===== src/hw/sysctl_pkg.sv =====
// Purpose: Shared constants for the system-control register subset.
// Assumes: Registers are reached by coprocessor move register number and select.
// Notes:   Field positions are bit indices within the 32-bit register word.
package sysctl_pkg;
   localparam logic [4:0] REG_ENTRY_HIGH = 5'h0A;
   localparam logic [4:0] REG_COMPARE    = 5'h0B;
   localparam logic [4:0] REG_STATUS     = 5'h0C;
   localparam logic [2:0] SEL_MAIN       = 3'h0;

   localparam int VPN_HI   = 31;
   localparam int VPN_LO   = 13;
   localparam int TAG_HI   = 7;
   localparam int TAG_LO   = 0;

   localparam int CU_LO    = 28;
   localparam int RP_POS   = 27;
   localparam int FR_POS   = 26;
   localparam int MX_POS   = 24;
   localparam int BEV_POS  = 22;
   localparam int NMI_POS  = 19;
   localparam int IM_HI    = 15;
   localparam int IM_LO    = 8;
   localparam int KSU_HI   = 4;
   localparam int KSU_LO   = 3;
   localparam int ERL_POS  = 2;
   localparam int EXL_POS  = 1;
   localparam int IE_POS   = 0;

   localparam logic [1:0] KSU_KERNEL = 2'h0;
   localparam logic [1:0] KSU_SUPER  = 2'h1;
   localparam logic [1:0] KSU_USER   = 2'h2;

   localparam logic       ERL_RESET  = 1'h1;
   localparam logic       BEV_RESET  = 1'h1;
   localparam logic       RP_RESET   = 1'h0;
   localparam logic       FR_RESET   = 1'h0;
   localparam logic       MX_RESET   = 1'h0;
   localparam logic       NMI_RESET  = 1'h0;
   localparam logic       CU3_RESET  = 1'h0;
   localparam logic [31:0] CMP_RESET = 32'h0000_0000;
endpackage


===== src/hw/cmp_if.sv =====
// Purpose: Carrier between the register bank and its compare timer unit.
// Assumes: One clock domain.
// Notes:   The bank owns decode; the timer owns the compare value and the flag.
`timescale 1ns/100ps
`default_nettype none
interface cmp_if;
   logic        wrStb;
   logic [31:0] wrData;
   logic [31:0] countVal;
   logic [31:0] value;
   logic        irq;
   modport bank  (output wrStb, output wrData, output countVal, input value, input irq);
   modport timer (input wrStb, input wrData, input countVal, output value, output irq);
endinterface
`default_nettype wire


===== src/hw/timer_compare_unit.sv =====
// Purpose: Compare register and the timer interrupt flag.
// Assumes: The count value is supplied from outside, synchronous to clk.
// Notes:   The flag is sticky until the next compare write.
`timescale 1ns/100ps
`default_nettype none
module timer_compare_unit
   import sysctl_pkg::*;
(
   input  wire logic clk,
   input  wire logic rstn,
   cmp_if.timer      cmp
);
   logic [31:0] value_r;
   logic        irq_r;

   // The value only moves on a software write.
   always_ff @(posedge clk) begin
      if (!rstn) begin
         value_r <= CMP_RESET;
      end else if (cmp.wrStb) begin
         value_r <= cmp.wrData;
      end
   end

   // A match in the same cycle as a write wins, so no match is lost.
   always_ff @(posedge clk) begin
      if (!rstn) begin
         irq_r <= 1'b0;
      end else if (cmp.countVal == value_r) begin
         irq_r <= 1'b1;
      end else if (cmp.wrStb) begin
         irq_r <= 1'b0;
      end
   end

   assign cmp.value = value_r;
   assign cmp.irq   = irq_r;
endmodule
`default_nettype wire


===== src/hw/sys_ctrl_status_timer_vpn_regs.sv =====
// Purpose: Translation entry-high, compare and status registers with mode decode.
// Assumes: Move requests and exception events are single-cycle pulses on clk.
// Notes:   Read data lags its address by one clock; mode outputs lag a status write or exception by two.
`timescale 1ns/100ps
`default_nettype none
// Operation
// TLB refill, invalid or modified exception loads address bits 31..13 into page pair.
// TLB read instruction overwrites page pair and tag from the chosen entry.
// Written tag is compared with each entry's tag to decide a match.
// Entry-high bits 12..8 read zero; software writes zeros there.
// Software write of entry-high touches no faulting-address or context register.
// Count equal to compare raises the timer output until compare is written.
// Compare holds its last written value and is readable and writable.
// Interrupts enabled only with master enable set and exception, error, debug clear.
// Debug flag set means debug mode, with all kernel-mode access.
// Without debug, kernel mode when base mode 00 or exception or error level set.
// Supervisor when base mode 01, levels clear; absent with fixed mapping.
// User mode when base mode 10, no debug, both levels clear.
// Kernel mode at power-up and on any exception; left when conditions clear.
// Access to a coprocessor with its usable bit clear raises an exception.
// Kernel mode may always access coprocessor 0.
// Usable bit 29 writable only with a floating point unit, else reads zero.
// Usable bit 30 needs coprocessor 2, else zero; bit 31 reserved, resets zero.
// Low-power bit 27 resets zero and drives the reduced-power output.
// Bit 26 selects paired or full-width float registers; zero without 64-bit unit.
// DSP enable bit 24 clear makes DSP instructions fault; read-only without DSP.
// Boot vector bit 22 resets to one and selects bootstrap vectors.
// Bits 21 and 20 always read zero; conflicting translation writes dropped quietly.
// Non-maskable flag is cleared by writing zero and cannot be set by software.
// Exception level set on any exception other than reset or non-maskable.
// Non-maskable flag set on non-maskable entry, cleared by ordinary reset.
module sys_ctrl_status_timer_vpn_regs
   import sysctl_pkg::*;
#(
   parameter bit HAS_FPU   = 1'b1,
   parameter bit HAS_FPU64 = 1'b1,
   parameter bit HAS_COP2  = 1'b0,
   parameter bit HAS_DSP   = 1'b1,
   parameter bit FIXED_MAP = 1'b0
)
(
   input  wire logic        clk,
   input  wire logic        rstn,
   input  wire logic        mvWrEn,
   input  wire logic [4:0]  mvRegNum,
   input  wire logic [2:0]  mvSel,
   input  wire logic [31:0] mvWrData,
   output var  logic [31:0] mvRdData,
   input  wire logic        tlbExcTaken,
   input  wire logic [31:0] excVaddr,
   input  wire logic        tlbReadDo,
   input  wire logic [18:0] tlbRdPage,
   input  wire logic [7:0]  tlbRdTag,
   input  wire logic [7:0]  entryTag,
   output var  logic        tagMatch,
   input  wire logic        excTaken,
   input  wire logic        nmiTaken,
   input  wire logic        eretDo,
   input  wire logic        debugFlag,
   input  wire logic [31:0] countValue,
   output var  logic        timerIrqOut,
   output var  logic        lowPowerOut,
   input  wire logic        cpAccess,
   input  wire logic [1:0]  cpAccessNum,
   output var  logic        cpUnusable,
   input  wire logic        dspInstr,
   output var  logic        dspDisabled,
   output var  logic        kernelMode,
   output var  logic        supervisorMode,
   output var  logic        userMode,
   output var  logic        debugMode,
   output var  logic        irqGlobalEn,
   output var  logic [7:0]  irqMask,
   output var  logic        fprFullWidth,
   output var  logic        bootVectors
);
   function automatic logic regHit(input logic [4:0] num,
                                   input logic [2:0] sel,
                                   input logic [4:0] target);
      regHit = (num == target) && (sel == SEL_MAIN);
   endfunction

   logic [18:0] page_r;
   logic [7:0]  tag_r;
   logic [3:0]  cu_r;
   logic        rp_r;
   logic        fr_r;
   logic        mx_r;
   logic        bev_r;
   logic        nmi_r;
   logic [7:0]  im_r;
   logic [1:0]  ksu_r;
   logic        erl_r;
   logic        exl_r;
   logic        ie_r;
   logic        kernelNow;
   logic        wrEntry;
   logic        wrStatus;
   logic [31:0] statusWord;
   logic [31:0] entryWord;
   logic [3:0]  cuEff;
   logic        tagMatch_r;
   logic        cpUnusable_r;
   logic        dspDisabled_r;
   logic        kernel_r;
   logic        super_r;
   logic        user_r;
   logic        debug_r;
   logic        irqEn_r;
   logic [31:0] rdData_r;

   cmp_if cmp ();

   timer_compare_unit u_timer (
      .clk  (clk),
      .rstn (rstn),
      .cmp  (cmp.timer)
   );

   assign wrEntry      = mvWrEn && regHit(mvRegNum, mvSel, REG_ENTRY_HIGH);
   assign wrStatus     = mvWrEn && regHit(mvRegNum, mvSel, REG_STATUS);
   assign cmp.wrStb    = mvWrEn && regHit(mvRegNum, mvSel, REG_COMPARE);
   assign cmp.wrData   = mvWrData;
   assign cmp.countVal = countValue;

   // Hardware loads take priority over a software write in the same cycle.
   always_ff @(posedge clk) begin
      if (!rstn) begin
         page_r <= '0;
      end else if (tlbExcTaken) begin
         page_r <= excVaddr[VPN_HI:VPN_LO];
      end else if (tlbReadDo) begin
         page_r <= tlbRdPage;
      end else if (wrEntry) begin
         page_r <= mvWrData[VPN_HI:VPN_LO];
      end
   end

   // Software must save the tag around a translation read; it is clobbered.
   always_ff @(posedge clk) begin
      if (!rstn) begin
         tag_r <= '0;
      end else if (tlbReadDo) begin
         tag_r <= tlbRdTag;
      end else if (wrEntry) begin
         tag_r <= mvWrData[TAG_HI:TAG_LO];
      end
   end

   always_ff @(posedge clk) begin
      if (!rstn) begin
         tagMatch_r <= 1'b0;
      end else begin
         tagMatch_r <= (entryTag == tag_r);
      end
   end

   // Absent units keep their usable bits at zero whatever is written.
   always_ff @(posedge clk) begin
      if (!rstn) begin
         cu_r <= {CU3_RESET, 3'h0};
      end else if (wrStatus) begin
         cu_r[0] <= mvWrData[CU_LO];
         cu_r[1] <= HAS_FPU && mvWrData[CU_LO + 1];
         cu_r[2] <= HAS_COP2 && mvWrData[CU_LO + 2];
         cu_r[3] <= CU3_RESET;
      end
   end

   always_ff @(posedge clk) begin
      if (!rstn) begin
         rp_r <= RP_RESET;
      end else if (wrStatus) begin
         rp_r <= mvWrData[RP_POS];
      end
   end

   // Paired-register mode is forced whenever no 64-bit unit could use full width.
   always_ff @(posedge clk) begin
      if (!rstn) begin
         fr_r <= FR_RESET;
      end else if (wrStatus) begin
         fr_r <= HAS_FPU && HAS_FPU64 && mvWrData[FR_POS];
      end
   end

   // Without DSP hardware the enable is read-only and stays at its reset value.
   always_ff @(posedge clk) begin
      if (!rstn) begin
         mx_r <= MX_RESET;
      end else if (wrStatus) begin
         mx_r <= HAS_DSP ? mvWrData[MX_POS] : MX_RESET;
      end
   end

   always_ff @(posedge clk) begin
      if (!rstn) begin
         bev_r <= BEV_RESET;
      end else if (wrStatus) begin
         bev_r <= mvWrData[BEV_POS];
      end
   end

   always_ff @(posedge clk) begin
      if (!rstn) begin
         im_r <= '0;
      end else if (wrStatus) begin
         im_r <= mvWrData[IM_HI:IM_LO];
      end
   end

   // The reserved base mode code is stored as written; it decodes to no mode.
   always_ff @(posedge clk) begin
      if (!rstn) begin
         ksu_r <= KSU_KERNEL;
      end else if (wrStatus) begin
         ksu_r <= mvWrData[KSU_HI:KSU_LO];
      end
   end

   always_ff @(posedge clk) begin
      if (!rstn) begin
         ie_r <= 1'b0;
      end else if (wrStatus) begin
         ie_r <= mvWrData[IE_POS];
      end
   end

   // Taking an exception beats a software write or a return in the same cycle.
   always_ff @(posedge clk) begin
      if (!rstn) begin
         exl_r <= 1'b0;
      end else if (excTaken) begin
         exl_r <= 1'b1;
      end else if (eretDo && !erl_r) begin
         exl_r <= 1'b0;
      end else if (wrStatus) begin
         exl_r <= mvWrData[EXL_POS];
      end
   end

   // Error level comes up set, so the core starts in kernel mode.
   always_ff @(posedge clk) begin
      if (!rstn) begin
         erl_r <= ERL_RESET;
      end else if (nmiTaken) begin
         erl_r <= 1'b1;
      end else if (eretDo && erl_r) begin
         erl_r <= 1'b0;
      end else if (wrStatus) begin
         erl_r <= mvWrData[ERL_POS];
      end
   end

   // Entry by non-maskable interrupt wins over a clearing write.
   always_ff @(posedge clk) begin
      if (!rstn) begin
         nmi_r <= NMI_RESET;
      end else if (nmiTaken) begin
         nmi_r <= 1'b1;
      end else if (wrStatus && !mvWrData[NMI_POS]) begin
         nmi_r <= 1'b0;
      end
   end

   assign kernelNow = debugFlag || (ksu_r == KSU_KERNEL) || exl_r || erl_r;

   // Kernel and debug mode may always reach coprocessor 0.
   assign cuEff = {cu_r[3:1], cu_r[0] | kernelNow};

   always_ff @(posedge clk) begin
      if (!rstn) begin
         cpUnusable_r <= 1'b0;
      end else begin
         cpUnusable_r <= cpAccess && !cuEff[cpAccessNum];
      end
   end

   always_ff @(posedge clk) begin
      if (!rstn) begin
         dspDisabled_r <= 1'b0;
      end else begin
         dspDisabled_r <= dspInstr && !mx_r;
      end
   end

   // Reserved base mode 11 decodes to none of the three base modes.
   always_ff @(posedge clk) begin
      if (!rstn) begin
         kernel_r <= 1'b1;
         super_r  <= 1'b0;
         user_r   <= 1'b0;
         debug_r  <= 1'b0;
      end else begin
         debug_r  <= debugFlag;
         kernel_r <= kernelNow;
         super_r  <= !debugFlag && !FIXED_MAP && (ksu_r == KSU_SUPER)
                     && !exl_r && !erl_r;
         user_r   <= !debugFlag && (ksu_r == KSU_USER) && !exl_r && !erl_r;
      end
   end

   always_ff @(posedge clk) begin
      if (!rstn) begin
         irqEn_r <= 1'b0;
      end else begin
         irqEn_r <= ie_r && !exl_r && !erl_r && !debugFlag;
      end
   end

   // Translation shutdown and soft reset stay zero; bits 25, 23, 18..16, 7..5 too.
   assign statusWord = {cu_r, rp_r, fr_r, 1'b0, mx_r, 1'b0, bev_r,
                        1'b0, 1'b0, nmi_r, 3'h0, im_r, 3'h0,
                        ksu_r, erl_r, exl_r, ie_r};
   assign entryWord  = {page_r, 5'h00, tag_r};

   always_ff @(posedge clk) begin
      if (!rstn) begin
         rdData_r <= '0;
      end else if (regHit(mvRegNum, mvSel, REG_ENTRY_HIGH)) begin
         rdData_r <= entryWord;
      end else if (regHit(mvRegNum, mvSel, REG_COMPARE)) begin
         rdData_r <= cmp.value;
      end else if (regHit(mvRegNum, mvSel, REG_STATUS)) begin
         rdData_r <= statusWord;
      end else begin
         rdData_r <= '0;
      end
   end

   assign mvRdData       = rdData_r;
   assign tagMatch       = tagMatch_r;
   assign timerIrqOut    = cmp.irq;
   assign lowPowerOut    = rp_r;
   assign cpUnusable     = cpUnusable_r;
   assign dspDisabled    = dspDisabled_r;
   assign kernelMode     = kernel_r;
   assign supervisorMode = super_r;
   assign userMode       = user_r;
   assign debugMode      = debug_r;
   assign irqGlobalEn    = irqEn_r;
   assign irqMask        = im_r;
   assign fprFullWidth   = fr_r;
   assign bootVectors    = bev_r;
endmodule
`default_nettype wire


===== config.mk =====
export PLATFORM = sky130hd
export DESIGN_NAME = sys_ctrl_status_timer_vpn_regs
export DESIGN_NICKNAME = d
export VERILOG_FILES = /design/src/hw/sysctl_pkg.sv /design/src/hw/cmp_if.sv /design/src/hw/timer_compare_unit.sv /design/src/hw/sys_ctrl_status_timer_vpn_regs.sv
export SDC_FILE = /design/constraint.sdc
export NUM_CORES = 1
export LEC_CHECK = 0
export BUFFER_PORTS_ARGS = -buffer_cell sky130_fd_sc_hd__buf_4
export CAP_MARGIN = 20
export CELL_PAD_IN_SITES_DETAIL_PLACEMENT = 1
export CELL_PAD_IN_SITES_GLOBAL_PLACEMENT = 1
export CORE_MARGIN = 2
export CORE_UTILIZATION = 36
export CTS_CLUSTER_SIZE = 30
export DETAILED_ROUTE_END_ITERATION = 10
export PLACE_DENSITY_LB_ADDON = 0.1
export SYNTH_ARGS = -nofsm -noshare
export SYNTH_HDL_FRONTEND = slang
export SYNTH_SLANG_ARGS = --single-unit

===== constraint.sdc =====
create_clock -name clk -period 3 [get_ports clk]
set_input_delay 0.45 -clock clk [delete_from_list [all_inputs] [get_ports clk]]
set_output_delay 0.45 -clock clk [all_outputs]
set_load 0.05 [all_outputs]

=== Yosys cells after proc, flatten, opt, wreduce, memory -nomap -nowiden ===
Index checks and enable logic that the tools add are counted.
W data, S select, Z words.

* $mul: 0
* Eq/ne operators: 7
* Shift operators: 0
* $lt $le $gt $ge: 1
* Muxes and demuxes: 19
* Div/mod/pow operators: 0
* Reductions and logical operators: 39
* Add/subtract/negate cells: 0
* Bitwise logic cells: 2

{| class="wikitable"
|+ Operators with widths
! cell !! count
|-
| $mux W32 || 2
|-
| $mux W19 || 3
|-
| $eq A32 B32 Y1 || 1
|-
| $mux W30 || 1
|-
| $logic_and A1 B1 Y1 || 20
|-
| $mux W8 || 2
|-
| $eq A5 B4 Y1 const B || 3
|-
| $mux W1 || 10
|-
| $eq A8 B8 Y1 || 1
|-
| $reduce_bool A2 Y1 || 4
|-
| $logic_not A1 Y1 || 6
|-
| $reduce_bool A3 Y1 || 2
|-
| $reduce_or A2 Y1 || 2
|-
| $logic_not A3 Y1 || 1
|-
| $logic_or A1 B1 Y1 || 3
|-
| $lt A2 B3 Y1 const B || 1
|-
| $bmux W1 S2 || 1
|-
| $eq A2 B1 Y1 const B || 1
|-
| $eq A2 B2 Y1 const B || 1
|-
| $logic_not A2 Y1 || 1
|-
| $not A1 Y1 || 1
|-
| $or A1 B1 Y1 || 1
|}

* Memory bits (writable): 0
* Latch bits: 0
* Word-level logic and storage cells: 93
* Output and inout bits: 52
* Bits in read-only memories: 0
* Register bits: 120
* Memories: 0

=== Longest topological paths before layout ===
Gate-level depths: netlist (run 1).

* Depth after elaboration: 9
* Mapped depth: 9

=== Hierarchy ===
A second synthesis (run 1) with hierarchy kept.

* Cell total of the unflattened synthesis: 584
* Area, all modules: 5372.7 um2

{| class="wikitable"
|+ Modules (own cells, without submodules)
! module !! cells each !! area an instance (um2) !! sequential area each (um2) !! times used
|-
| sys_ctrl_status_timer_vpn_regs || 435 || 3792.4 || 1741.7 || 1
|-
| timer_compare_unit || 149 || 1580.3 || 660.6 || 1
|}

=== Worst setup path after synthesis (run 1) ===
OpenSTA, ideal clock, no wires.

* Path kind: input to register
* Start: in mvRegNum[4]
* End: reg erl_r
* Stages: 6
* Data required time: 2868 ps
* Arrival: 2204 ps
* Path slack: 664 ps
* Setup time: 132 ps
* Path through: or4b_4 buf_6 nor4_4 mux2i_1 a21oi_1 or3b_2

* Longest elaborated chain between the ends: 4

{| class="wikitable"
|+ RTL lines
! what !! RTL line !! text
|-
| start: declaration || sys_ctrl_status_timer_vpn_regs.sv:45 || <nowiki>input wire logic [4:0] mvRegNum,</nowiki>
|-
| $eq A5 B4 Y1 || sys_ctrl_status_timer_vpn_regs.sv:80 || <nowiki>regHit = (num == target) && (sel == SEL_MAIN);</nowiki>
|-
| $logic_and A1 B1 Y1 || sys_ctrl_status_timer_vpn_regs.sv:80 ||
|-
| $logic_and A1 B1 Y1 || sys_ctrl_status_timer_vpn_regs.sv:121 || <nowiki>assign wrStatus = mvWrEn && regHit(mvRegNum, mvSel, REG_STATUS);</nowiki>
|-
| $reduce_bool A2 Y1 (no source line) || n/a ||
|-
| end signal: assignment || sys_ctrl_status_timer_vpn_regs.sv:251 || <nowiki>erl_r <= mvWrData[ERL_POS];</nowiki>
|-
| end: declaration || sys_ctrl_status_timer_vpn_regs.sv:93 || <nowiki>logic erl_r;</nowiki>
|}

No other way between the ends.
A chain may end at the register's enable or synchronous reset.

=== Final worst setup path (run 1) ===
* Start: in mvRegNum[4]
* End: reg u_timer.value_r[13], in the netlist u_timer.cmp.value[13]

* Longest elaborated chain between the ends: 3

{| class="wikitable"
|+ RTL lines
! what !! RTL line !! text
|-
| $eq A5 B4 Y1 || sys_ctrl_status_timer_vpn_regs.sv:80 ||
|-
| $logic_and A1 B1 Y1 || sys_ctrl_status_timer_vpn_regs.sv:80 ||
|-
| $logic_and A1 B1 Y1 || sys_ctrl_status_timer_vpn_regs.sv:122 || <nowiki>assign cmp.wrStb = mvWrEn && regHit(mvRegNum, mvSel, REG_COMPARE);</nowiki>
|-
| end signal: assignment || timer_compare_unit.sv:21 || <nowiki>value_r <= cmp.wrData;</nowiki>
|-
| end: declaration || timer_compare_unit.sv:13 || <nowiki>logic [31:0] value_r;</nowiki>
|}

No other way between the ends.

==> results of run 1 <==
-- worst register-to-register path, cell delays in order (launching register included) --
cell and delay, ps:
dfxtp_1 330, xnor2_1 270, nand4_1 140, nor4_1 310
a22oi_1 110, nor2b_1 130
-- registers in the layout, summed over array words and instances (netlist names), 2 cells and up --
| register | cells |
|---|---|
| ksu_r | 2 |
| mvRdData | 32 |
| tag_r | 8 |
| page_r | 19 |
| irqMask | 8 |
| u_timer.cmp.value | 32 |
| cu_r | 2 |
-- power by group through the flow --
stage               Sequential (mW)  Combinational (mW)  Clock [mW]
floorplan                      1.68               0.186           0
global placement               1.68               0.402           0
detailed placement             1.68               0.410           0
CTS                            1.65               0.412        2.03
global route                   1.65               0.444        2.11
finish                         1.65               0.408        2.00
-- placed cells by master, fill, tap and decap left out, types with 2 or more instances in the layout --
cell type   instances
xnor2_1            33
clkbuf_1            2
nand4_1             8
nor2b_1             3
clkinv_2            4
a21boi_0           26
and2_1              2
clkbuf_16          17
mux2i_1            43
nor3_2              3
dfxtp_1           120
clkbuf_8            4
xor2_1              7
a22o_1             12
nor3b_1             2
nand3_1             2
bufinv_16           2
o21a_1              2
a22oi_1             6
o21ai_0            28
clkinvlp_4          2
or3b_2              2
inv_1               4
a21oi_1            24
buf_4             206
a21boi_2           10
nor2_1             39
nor4_4              3
nand2_1           164
nor4_1              5
a21boi_1           31
-- layout make-up --
cell class / instances / area [um^2] / share of cell area (%)
multi-input combinational: 466 / 2850 / 37.3
sequential: 120 / 2400 / 31.5
timing repair buffer: 206 / 1550 / 20.3
clock buffer: 23 / 488 / 6.39
tap: 188 / 235 / 3.08
clock inverter: 8 / 95.1 / 1.25
inverter: 4 / 15.0 / 0.197
-- stage by stage --
stage	cells	hold WS, ps
floorplan	629	411
global placement	984	437
detailed placement	984	449
CTS	1015	247
global route	1015	263
finish	1015	258
-- synthesized netlist by cell type (2+ instances only) --
library cell,n,area share [%]
nand2_1,164,11
dfxtp_1,120,44
mux2i_1,43,7.8
nor2_1,39,2.7
xnor2_1,33,5.3
a21boi_1,31,4.2
o21ai_0,28,2.5
a21boi_0,26,3.5
a21oi_1,24,2.2
clkbuf_1,22,1.5
a22o_1,12,1.9
a21boi_2,10,2.0
nand4_1,8,0.91
buf_6,7,1.4
xor2_1,7,1.1
a22oi_1,6,0.82
nor4_1,5,0.57
buf_2,4,0.36
inv_1,4,0.27
nor2b_1,3,0.34
nor3b_1,3,0.41
nor4_4,3,1.2
and2_1,2,0.23
buf_4,2,0.27
nand3_1,2,0.18
nor3_1,2,0.18
nor3_2,2,0.36
o21a_1,2,0.27
or3b_2,2,0.32
-- per-layer routing --
metal  vias to the layer above  global-route usage, %  wire [um]
li1                       2495                      -          -
met1                      2462                   27.6       7750
met2                       157                   40.6       9600
met3                        24                   3.56        902
met4                         0                   9.05        359
met5                         -                      0          0
-- cell families (layout without fill, tap and decap cells) --
logic type	Yosys count	count (layout)	synth area share, %
xor+xnor	40	40	6.37
simple gates	241	241	19.4
buf+inv	43	241	4.71
flops	120	120	43.7
mux	43	43	7.83
compound gates	142	142	18.0
-- how the worst max path moves through the flow --
stage	start	depth (start not counted)	end
final	mvRegNum[4]	8	u_timer.cmp.value[13]
after global routing	mvRegNum[4]	8	u_timer.cmp.value[10]
after CTS	mvRegNum[4]	8	u_timer.cmp.value[13]
after detailed placement	mvRegNum[4]	8	u_timer.cmp.value[9]
after global placement	mvRegNum[4]	8	u_timer.cmp.value[22]
after floorplan	mvRegNum[4]	6	erl_r
==> qor.yml, run 1 <==
run_status: "completed"
synth_cell_types: 42
dpl_worst_slack_ps: 400
syn_nets: 781
placedInstanceArea_um2: 7050
globalRouteTotalUtil_pct: 22.8
relSlewSlack_pct: 51.7
antenna_cells_inserted: 0
detailedPlacementHpwl_um: 13900
critPathMostFrequentCell: "buf_4"
cell_at_the_root_of_the_clock_tree: "clkbuf_16"
netSwitchingPower_mw: 0.916
drc: 0
min_path_cells: 2
critical-path-slowest-cell: "or4b_4"
totalNegativeSetupSlack_ps: 0
finalSetupViolations: 0
fin_crit_sh_pct: 72.8
numPortBuffers: 190
cts-hold-fix-buffers: 0
critical_path.n_buffers_inverters: 3
final_period_minus_worst_setup_slack_ps: 2180
seq_area_frac_synth_pct: 43.7
globalRouteOverflowTotal: 0
tritoncts_clock_tree: "yes"
avgViaCountPerCell: 5.06
hold_path.class: "input port to flop"
flow.area_growth_from_synthesis_pct: 38.7
rr_worst_depth: 5
worstSetupPathType: "input port to flop"
critical_path_peak_fanout: 14
path_delay_family: "simple AND/OR/NAND/NOR gates"
timing.critical_path.from_type: "input port"
timing_max_transition_violations_final: 0
count_of_yosys_warnings_during_synthesis: 0
first_global_vias: 5411
critical_path_required_ps: 3330
synthesis.area_um2: 5500
drt_first_pass_iters: 4
synth_edf_count: 0
unrepaired_setup_endpoints_after_global_routing: "no"
drt_iter0_markers: 175
fill_cells: 1756
ys_dominant_reg_cell: "dfxtp_1"
antenna_violating_nets_post_route: 0
drive_above_1_share_pct: 31.0
die-height_um: 128
routedWlPerCell_um: 18.3
io_pins: 204
start_util_pct: 36.5
critPathMaxStageDelay_ps: 630
finalPower_mw: 4.06
clock-skew-final_ps: 13.1
gpl.final_weighted_congestion: 0.781
post_cts.resized_instances: 0
worst-slew-pin-transition_ps: 720
grt_start_max_net_pins: 48
fp.coreArea_um2: 15100
crit_arrival_ps: 2510
source_of_the_worst_register_to_register_timing_path: "u_timer.cmp.value[8]"
clock_tree.buffer_depth: 2
p_comb_share_pct: 10.0
capture_point_of_the_worst_reg_to_reg_path: "u_timer.cmp.irq"
async_flop_share_pct: 0
postLayoutCellArea_um2: 7630
peak_supply_drop_mv: 0.384
power_per_cell_area_nw_per_um2: 532
cts.clk_slew.worst_paths_ps: 50
antenna_found_initial: 0
peak_freq_ghz: 0.458
cts_buffers: 17
syn_area_per_cell_um2: 8.74
synthesis.instances: 629
layout.nets: 967
drt-total-wl_um: 18600
max_cap_violations: 0
clkPwrFrac_pct: 49.3
cts-htree-levels: 4
post-cts-setup-buffer-count: 0
floorplan.die_area_um2: 16300
rrSetupSlack_ps: 1640
swShare_pct: 22.6
power.share.sequential_pct: 40.7
grt_pass1_wl_um: 28400
critPathCaptureType: "flop"
clock_sinks: 120
clk-insertion-delay-late_ps: 410
cellInternalPower_mw: 3.14
overall_die_width_um: 128
path_cells: "buf_4 -> or4b_4 -> nor4_4 -> buf_4 -> and2_1 -> buf_4 -> nand2_1 -> a21boi_1"
worstHoldEndpoint: "debugMode"
power_leakage_nw: 3.13
layout.core_utilization_pct: 50.6
yosys_register_bits: 120
routed-via-count: 5138
final_hold_viol_count: 0
setup_ws_ps: 816
num_rows: 45
source_of_the_worst_hold_timing_path: "debugFlag"
(Power assumes the default switching activity.)
==> run 2, diff against run 1 <==
- ABC_AREA: default -> 1
- CORE_UTILIZATION: 36 -> 31
- clock period: 3 -> 2 ns (I/O delays scaled with it)
==> qor.yml, run 2 <==
finalHoldWorstSlack_ps: 79.0  # -179 ps
post-synth-top-area-fraction_pct: 42.4  # -1.2 points
power_leakage_nw: 3.82  # +22%
worstSetupPathType: "flop to flop"
layout_commonest_cell: "nand2_1"
flow.area_growth_from_synthesis_pct: 41.0
antenna_cells_inserted: 0  # unchanged
netlist_top_cells_area: "dfxtp_1 (42%), nand2_1 (16%), nor2_1 (11%)"
unrepaired_setup_endpoints_after_global_routing: "no"
drive_above_1_share_pct: 24.9  # -6.1 points
power_per_cell_area_nw_per_um2: 773  # +45%
peak_supply_drop_mv: 0.572  # +49%
post_cts.resized_instances: 0  # unchanged
critical_path_peak_fanout: 3  # -11
routed-via-count: 6045  # +18%
power.share.sequential_pct: 40.1  # -0.6 points
path_cells: "xnor2_1 -> nand2_1 -> nor2_1 -> nand2_1 -> nor2_1 -> nand2_1 -> a21oi_1"
globalRouteTotalUtil_pct: 22.0  # -0.80 points
overall_die_width_um: 139  # +9.0%
synth_cell_types: 31  # -26%
grt_start_max_net_pins: 62  # +29%
critical_path_required_ps: 2350  # -980 ps
postLayoutCellArea_um2: 7980  # +4.6%
syn_area_per_cell_um2: 6.72  # -23%
antenna_violating_nets_post_route: 0  # unchanged
netSwitchingPower_mw: 1.55  # +69%
critical-path-slowest-cell: "dfxtp_1"
tritoncts_clock_tree: "yes"
async_flop_share_pct: 0  # unchanged
synthesis.instances: 842  # +34%
worst-slew-pin-transition_ps: 459  # -261 ps
cts-hold-fix-buffers: 0  # unchanged
drt_first_pass_iters: 5  # +1
detailedPlacementHpwl_um: 15500  # +12%
p_comb_share_pct: 10.2  # +0.2 points
yosys_register_bits: 120  # unchanged
final_period_minus_worst_setup_slack_ps: 1400
drt-total-wl_um: 20900  # +13%
num_rows: 49  # +8.9%
yosys-top-cells-count: "nand2_1 (244), nor2_1 (159), dfxtp_1 (120)"
io_pins: 204  # unchanged
finalSetupViolations: 0  # unchanged
syn_nets: 994  # +27%
die-height_um: 139  # +9.0%
synth.most_common_cell: "nand2_1"
final_hold_viol_count: 0  # unchanged
avgViaCountPerCell: 4.76  # -6.0%
critPathMostFrequentCell: "nand2_1"
max_cap_violations: 0  # unchanged
cell_at_the_root_of_the_clock_tree: "clkbuf_16"
floorplan.die_area_um2: 19400  # +19%
routedWlPerCell_um: 16.5  # -10%
critPathMaxStageDelay_ps: 370  # -260 ps
cellInternalPower_mw: 4.62  # +47%
rr_worst_depth: 7  # +2
timing.critical_path.from_type: "flop"
grt_pass1_wl_um: 33300  # +17%
layout.nets: 1181  # +22%
clk-insertion-delay-late_ps: 420  # about the same
ys_dominant_reg_cell: "dfxtp_1"
clock_tree.buffer_depth: 2  # unchanged
swShare_pct: 25.1  # +2.6 points
antenna_found_initial: 0  # unchanged
post-synth-top-area-cell: "dfxtp_1"
count_of_yosys_warnings_during_synthesis: 0  # unchanged
first_global_vias: 6185  # +14%
clock_sinks: 120  # unchanged
relSlewSlack_pct: 69.2  # +18 points
cts_buffers: 17  # unchanged
fp.coreArea_um2: 18000  # +19%
run_status: "completed"
totalNegativeSetupSlack_ps: 0  # unchanged
start_util_pct: 31.5  # -4.9 points
seq_area_frac_synth_pct: 42.4  # -1.2 points
final_cell_mix: "nand2_1 (244), buf_4 (210), nor2_1 (159)"
fin_crit_sh_pct: 70.2
globalRouteOverflowTotal: 0  # unchanged
cts-htree-levels: 4  # unchanged
clkPwrFrac_pct: 49.7  # +0.4 points
cts.clk_slew.worst_paths_ps: 60  # about the same
drt_iter0_markers: 243  # +39%
synthesis.area_um2: 5660  # +2.9%
drc: 0  # unchanged
crit_arrival_ps: 1750  # -760 ps
synth_edf_count: 0  # unchanged
numPortBuffers: 190  # unchanged
post-cts-setup-buffer-count: 0  # unchanged
peak_freq_ghz: 0.713
clock-skew-final_ps: 5.13  # -7.97 ps
timing_max_transition_violations_final: 0  # unchanged
critPathCaptureType: "flop"
min_path_cells: 3  # +1
gpl.final_weighted_congestion: 0.851  # +8.9%
placedInstanceArea_um2: 7390  # +4.8%
hold_path.class: "input port to flop"
==> run 2: cell count changes in the layout (fill, tap and decap cells not counted), moves of 12 or more <==
cell,change
nor2_1,+120
nand2_1,+80
a31oi_1,+12
a21oi_1,+13
a22o_1,-12
mux2i_1,-43
o31ai_1,+19
a21boi_1,-31
nand3_1,+49
inv_1,+59
a21boi_0,-26
==> run 2: per-stage QoR <==
stage          utilization (%)  instances  setup slack [ps]  total power, mW
2_1_floorplan                -        842               540             2.80
3_3_place_gp              41.1       1239               217             3.16
3_5_place_dp              41.1       1239               196             3.16
4_1_cts                   44.4       1271               589             6.25
6_report                  44.4       1271               597             6.17
5_1_grt                   44.4       1271               408             6.42
==> run 2: kinds of logic after synthesis <==
group           count (synthesis)  synth area share (%)
xor+xnor                       29                  4.49
buf+inv                       113                  8.16
flops                         120                  42.4
simple gates                  481                  34.8
mux                             2                 0.398
compound gates                 97                  9.75
==> run 2: worst max-delay path, delay by kind of cell (launching register included) <==
kind	cells	cell delay, ps
AO/OA/AOI/OAI	1	110
XOR/XNOR	1	130
flip-flops	1	370
AND/OR/NAND/NOR	5	740
==> run 2: layout make-up <==
class / instances / area, um^2
well taps: 229 / 287
fillers: 2321 / 9980
multi-input cells: 609 / 2810
clock buffers: 18 / 439
repair buffers: 213 / 1640
flip-flops and latches: 120 / 2400
inverters: 68 / 255
clock inverters: 14 / 151
==> run 2: metal layers <==
metal  routed length [um]  GRT usage [%]
met4                  435           7.18
met2                10300           37.8
met3                 1040           5.59
met1                 9180           27.1
met5                    0              0
==> run 2: path summary, 6_finish.rpt <==
path,to,slack [ps],from
min,debugMode,80,debugFlag
max,u_timer.cmp.irq,600,u_timer.cmp.value[30]
max reg2reg,u_timer.cmp.irq,600,u_timer.cmp.value[30]
min reg2reg,mvRdData[28],450,page_r[15]
==> run 2: power by group through the flow <==
stage,Clock [mW],Combinational (mW),Sequential [mW]
after floorplan,0,0.269,2.53
after global placement,0,0.630,2.53
after detailed placement,0,0.635,2.53
after CTS,3.14,0.638,2.47
after global routing,3.24,0.699,2.48
final,3.06,0.629,2.47
==> run 3, diff against run 2 <==
- CORE_UTILIZATION: 31 -> 34
- clock period: 2 -> 1.43 ns (I/O delays scaled with it)
==> qor.yml, run 3 (same netlist as run 2, synthesis figures left out) <==
numPortBuffers: 190  # unchanged
worstSetupPathType: "flop to flop"
cts-hold-fix-buffers: 1  # +1
clock-skew-final_ps: 8.03  # +2.90 ps
power_leakage_nw: 4.01  # +5.1%
relSlewSlack_pct: 78.1  # +8.9 points
critical_path_peak_fanout: 3  # unchanged
finalPower_mw: 9.34  # +51%
timing_max_transition_violations_final: 0  # unchanged
final_cell_mix: "nand2_1 (244), buf_4 (231), nor2_1 (159)"
detailedPlacementHpwl_um: 15900  # +2.5%
drt-total-wl_um: 20900  # about the same
postLayoutCellArea_um2: 8320  # +4.2%
die-height_um: 133  # -4.4%
sequential_cell_area_um2: 2400  # unchanged
globalRouteOverflowTotal: 0  # unchanged
floorplan.die_area_um2: 17700  # -8.6%
cts_buffers: 17  # unchanged
timing.critical_path.from_type: "flop"
first_global_vias: 6311  # +2.0%
grt_pass1_wl_um: 33100  # -0.54%
num_rows: 47  # -4.1%
clock_sinks: 120  # unchanged
startpoint: "u_timer.cmp.value[25]"
final_hold_viol_count: 0  # unchanged
placedInstanceArea_um2: 7630  # +3.3%
placedCellCount: 1256  # +1.4%
post_cts.resized_instances: 0  # unchanged
grt_start_max_net_pins: 50  # -19%
hold_path.class: "input port to flop"
drc: 0  # unchanged
layout_commonest_cell: "nand2_1"
antenna_violating_nets_post_route: 0  # unchanged
unrepaired_setup_endpoints_after_global_routing: "no"
dpl_worst_slack_ps: -111  # -308 ps
cts.clk_slew.worst_paths_ps: 60  # about the same
gpl.final_weighted_congestion: 0.802  # -5.7%
clock_tree.buffer_depth: 2  # unchanged
run_status: "completed"
max_cap_violations: 0  # unchanged
final_cells: 1289  # +1.4%
fill_cells: 2084  # -10%
routed-via-count: 6189  # +2.4%
final_period_minus_worst_setup_slack_ps: 1280  # -121 ps
fp.coreArea_um2: 16400  # -8.7%
drt_first_pass_iters: 4  # -1
post-cts-setup-buffer-count: 0  # unchanged
drive_above_1_share_pct: 26.2  # +1.3 points
globalRouteTotalUtil_pct: 24.2  # +2.2 points
layout.core_utilization_pct: 50.7  # +6.3 points
io_pins: 204  # unchanged
clk-insertion-delay-late_ps: 420  # about the same
fin_crit_sh_pct: 89.6  # +19 points
antenna_found_initial: 0  # unchanged
tritoncts_clock_tree: "yes"
overall_die_width_um: 133  # -4.4%
avgViaCountPerCell: 4.80  # +0.95%
cell_at_the_root_of_the_clock_tree: "clkbuf_16"
start_util_pct: 34.5  # +3.0 points
crit_arrival_ps: 1630  # -120 ps
routedWlPerCell_um: 16.2  # -1.4%
critical_path_required_ps: 1780  # -570 ps
power_per_cell_area_nw_per_um2: 1120  # +45%
source_of_the_worst_register_to_register_timing_path: "u_timer.cmp.value[25]"
drt_iter0_markers: 301  # +24%
antenna_cells_inserted: 0  # unchanged
source_of_the_worst_hold_timing_path: "mvWrData[7]"
flow.area_growth_from_synthesis_pct: 46.9
finalSetupViolations: 0  # unchanged
setup_ws_ps: 148  # -449 ps
cts-htree-levels: 4  # unchanged
peak_freq_ghz: 0.780  # +9.5%
finalHoldWorstSlack_ps: 24.4  # -54.6 ps
totalNegativeSetupSlack_ps: 0  # unchanged
layout.nets: 1208  # +2.3%
multi_input_comb_area_um2: 2810  # unchanged
critPathCaptureType: "flop"
peak_supply_drop_mv: 0.823  # +44%
worst-slew-pin-transition_ps: 326  # -133 ps
[run 3: changes by cell type in the layout (fill, tap and decap cells not counted), sizes merged]
cell and change:
buf +26, clkinvlp -4, clkbuf +7, inv -1, bufinv +4, dlygate4sd3 +1, clkinv -6
[run 3: final timing paths]
path / to / slack [ps] / cells after the start
worst max-delay path: u_timer.cmp.irq / 150 / 8
worst min-delay path: u_timer.cmp.value[7] / 20 / 3
worst max register to register: u_timer.cmp.irq / 150 / 8
worst min register to register: mvRdData[21] / 450 / 2
[run 3: power by group]
| part | leakage, nW | switching [mW] | internal (mW) |
|---|---|---|---|
| Sequential | 0.974 | 0.0484 | 3.42 |
| Combinational | 2.72 | 0.463 | 0.468 |
| Clock | 0.322 | 1.53 | 3.41 |
| Total | 4.01 | 2.04 | 7.29 |
[run 3: metal layers]
layer,track usage [%],vias up,wire length [um]
li1,-,3090,-
met3,4.71,25,798
met5,0,-,0
met4,7.23,0,376
met2,43.6,143,10800
met1,29.1,2931,8950
[run 3: cell type report]
class                      instances  area share, %
tap                              220           3.31
clock inverter                     7           2.26
inverter                          68           3.07
multi-input combinational        609           33.8
clock buffer                      25           5.84
sequential                       120           28.9
timing repair buffer             240           22.9
[run 3: worst max-delay path: stages, from the launching register on]
cell     delay [ps]
dfxtp_1         400
nand2_1          70
nand2_1          70
nand2_1          50
nor2_1          220
nand2_1          90
nor2_1          140
nand2_1          70
a21oi_1         110
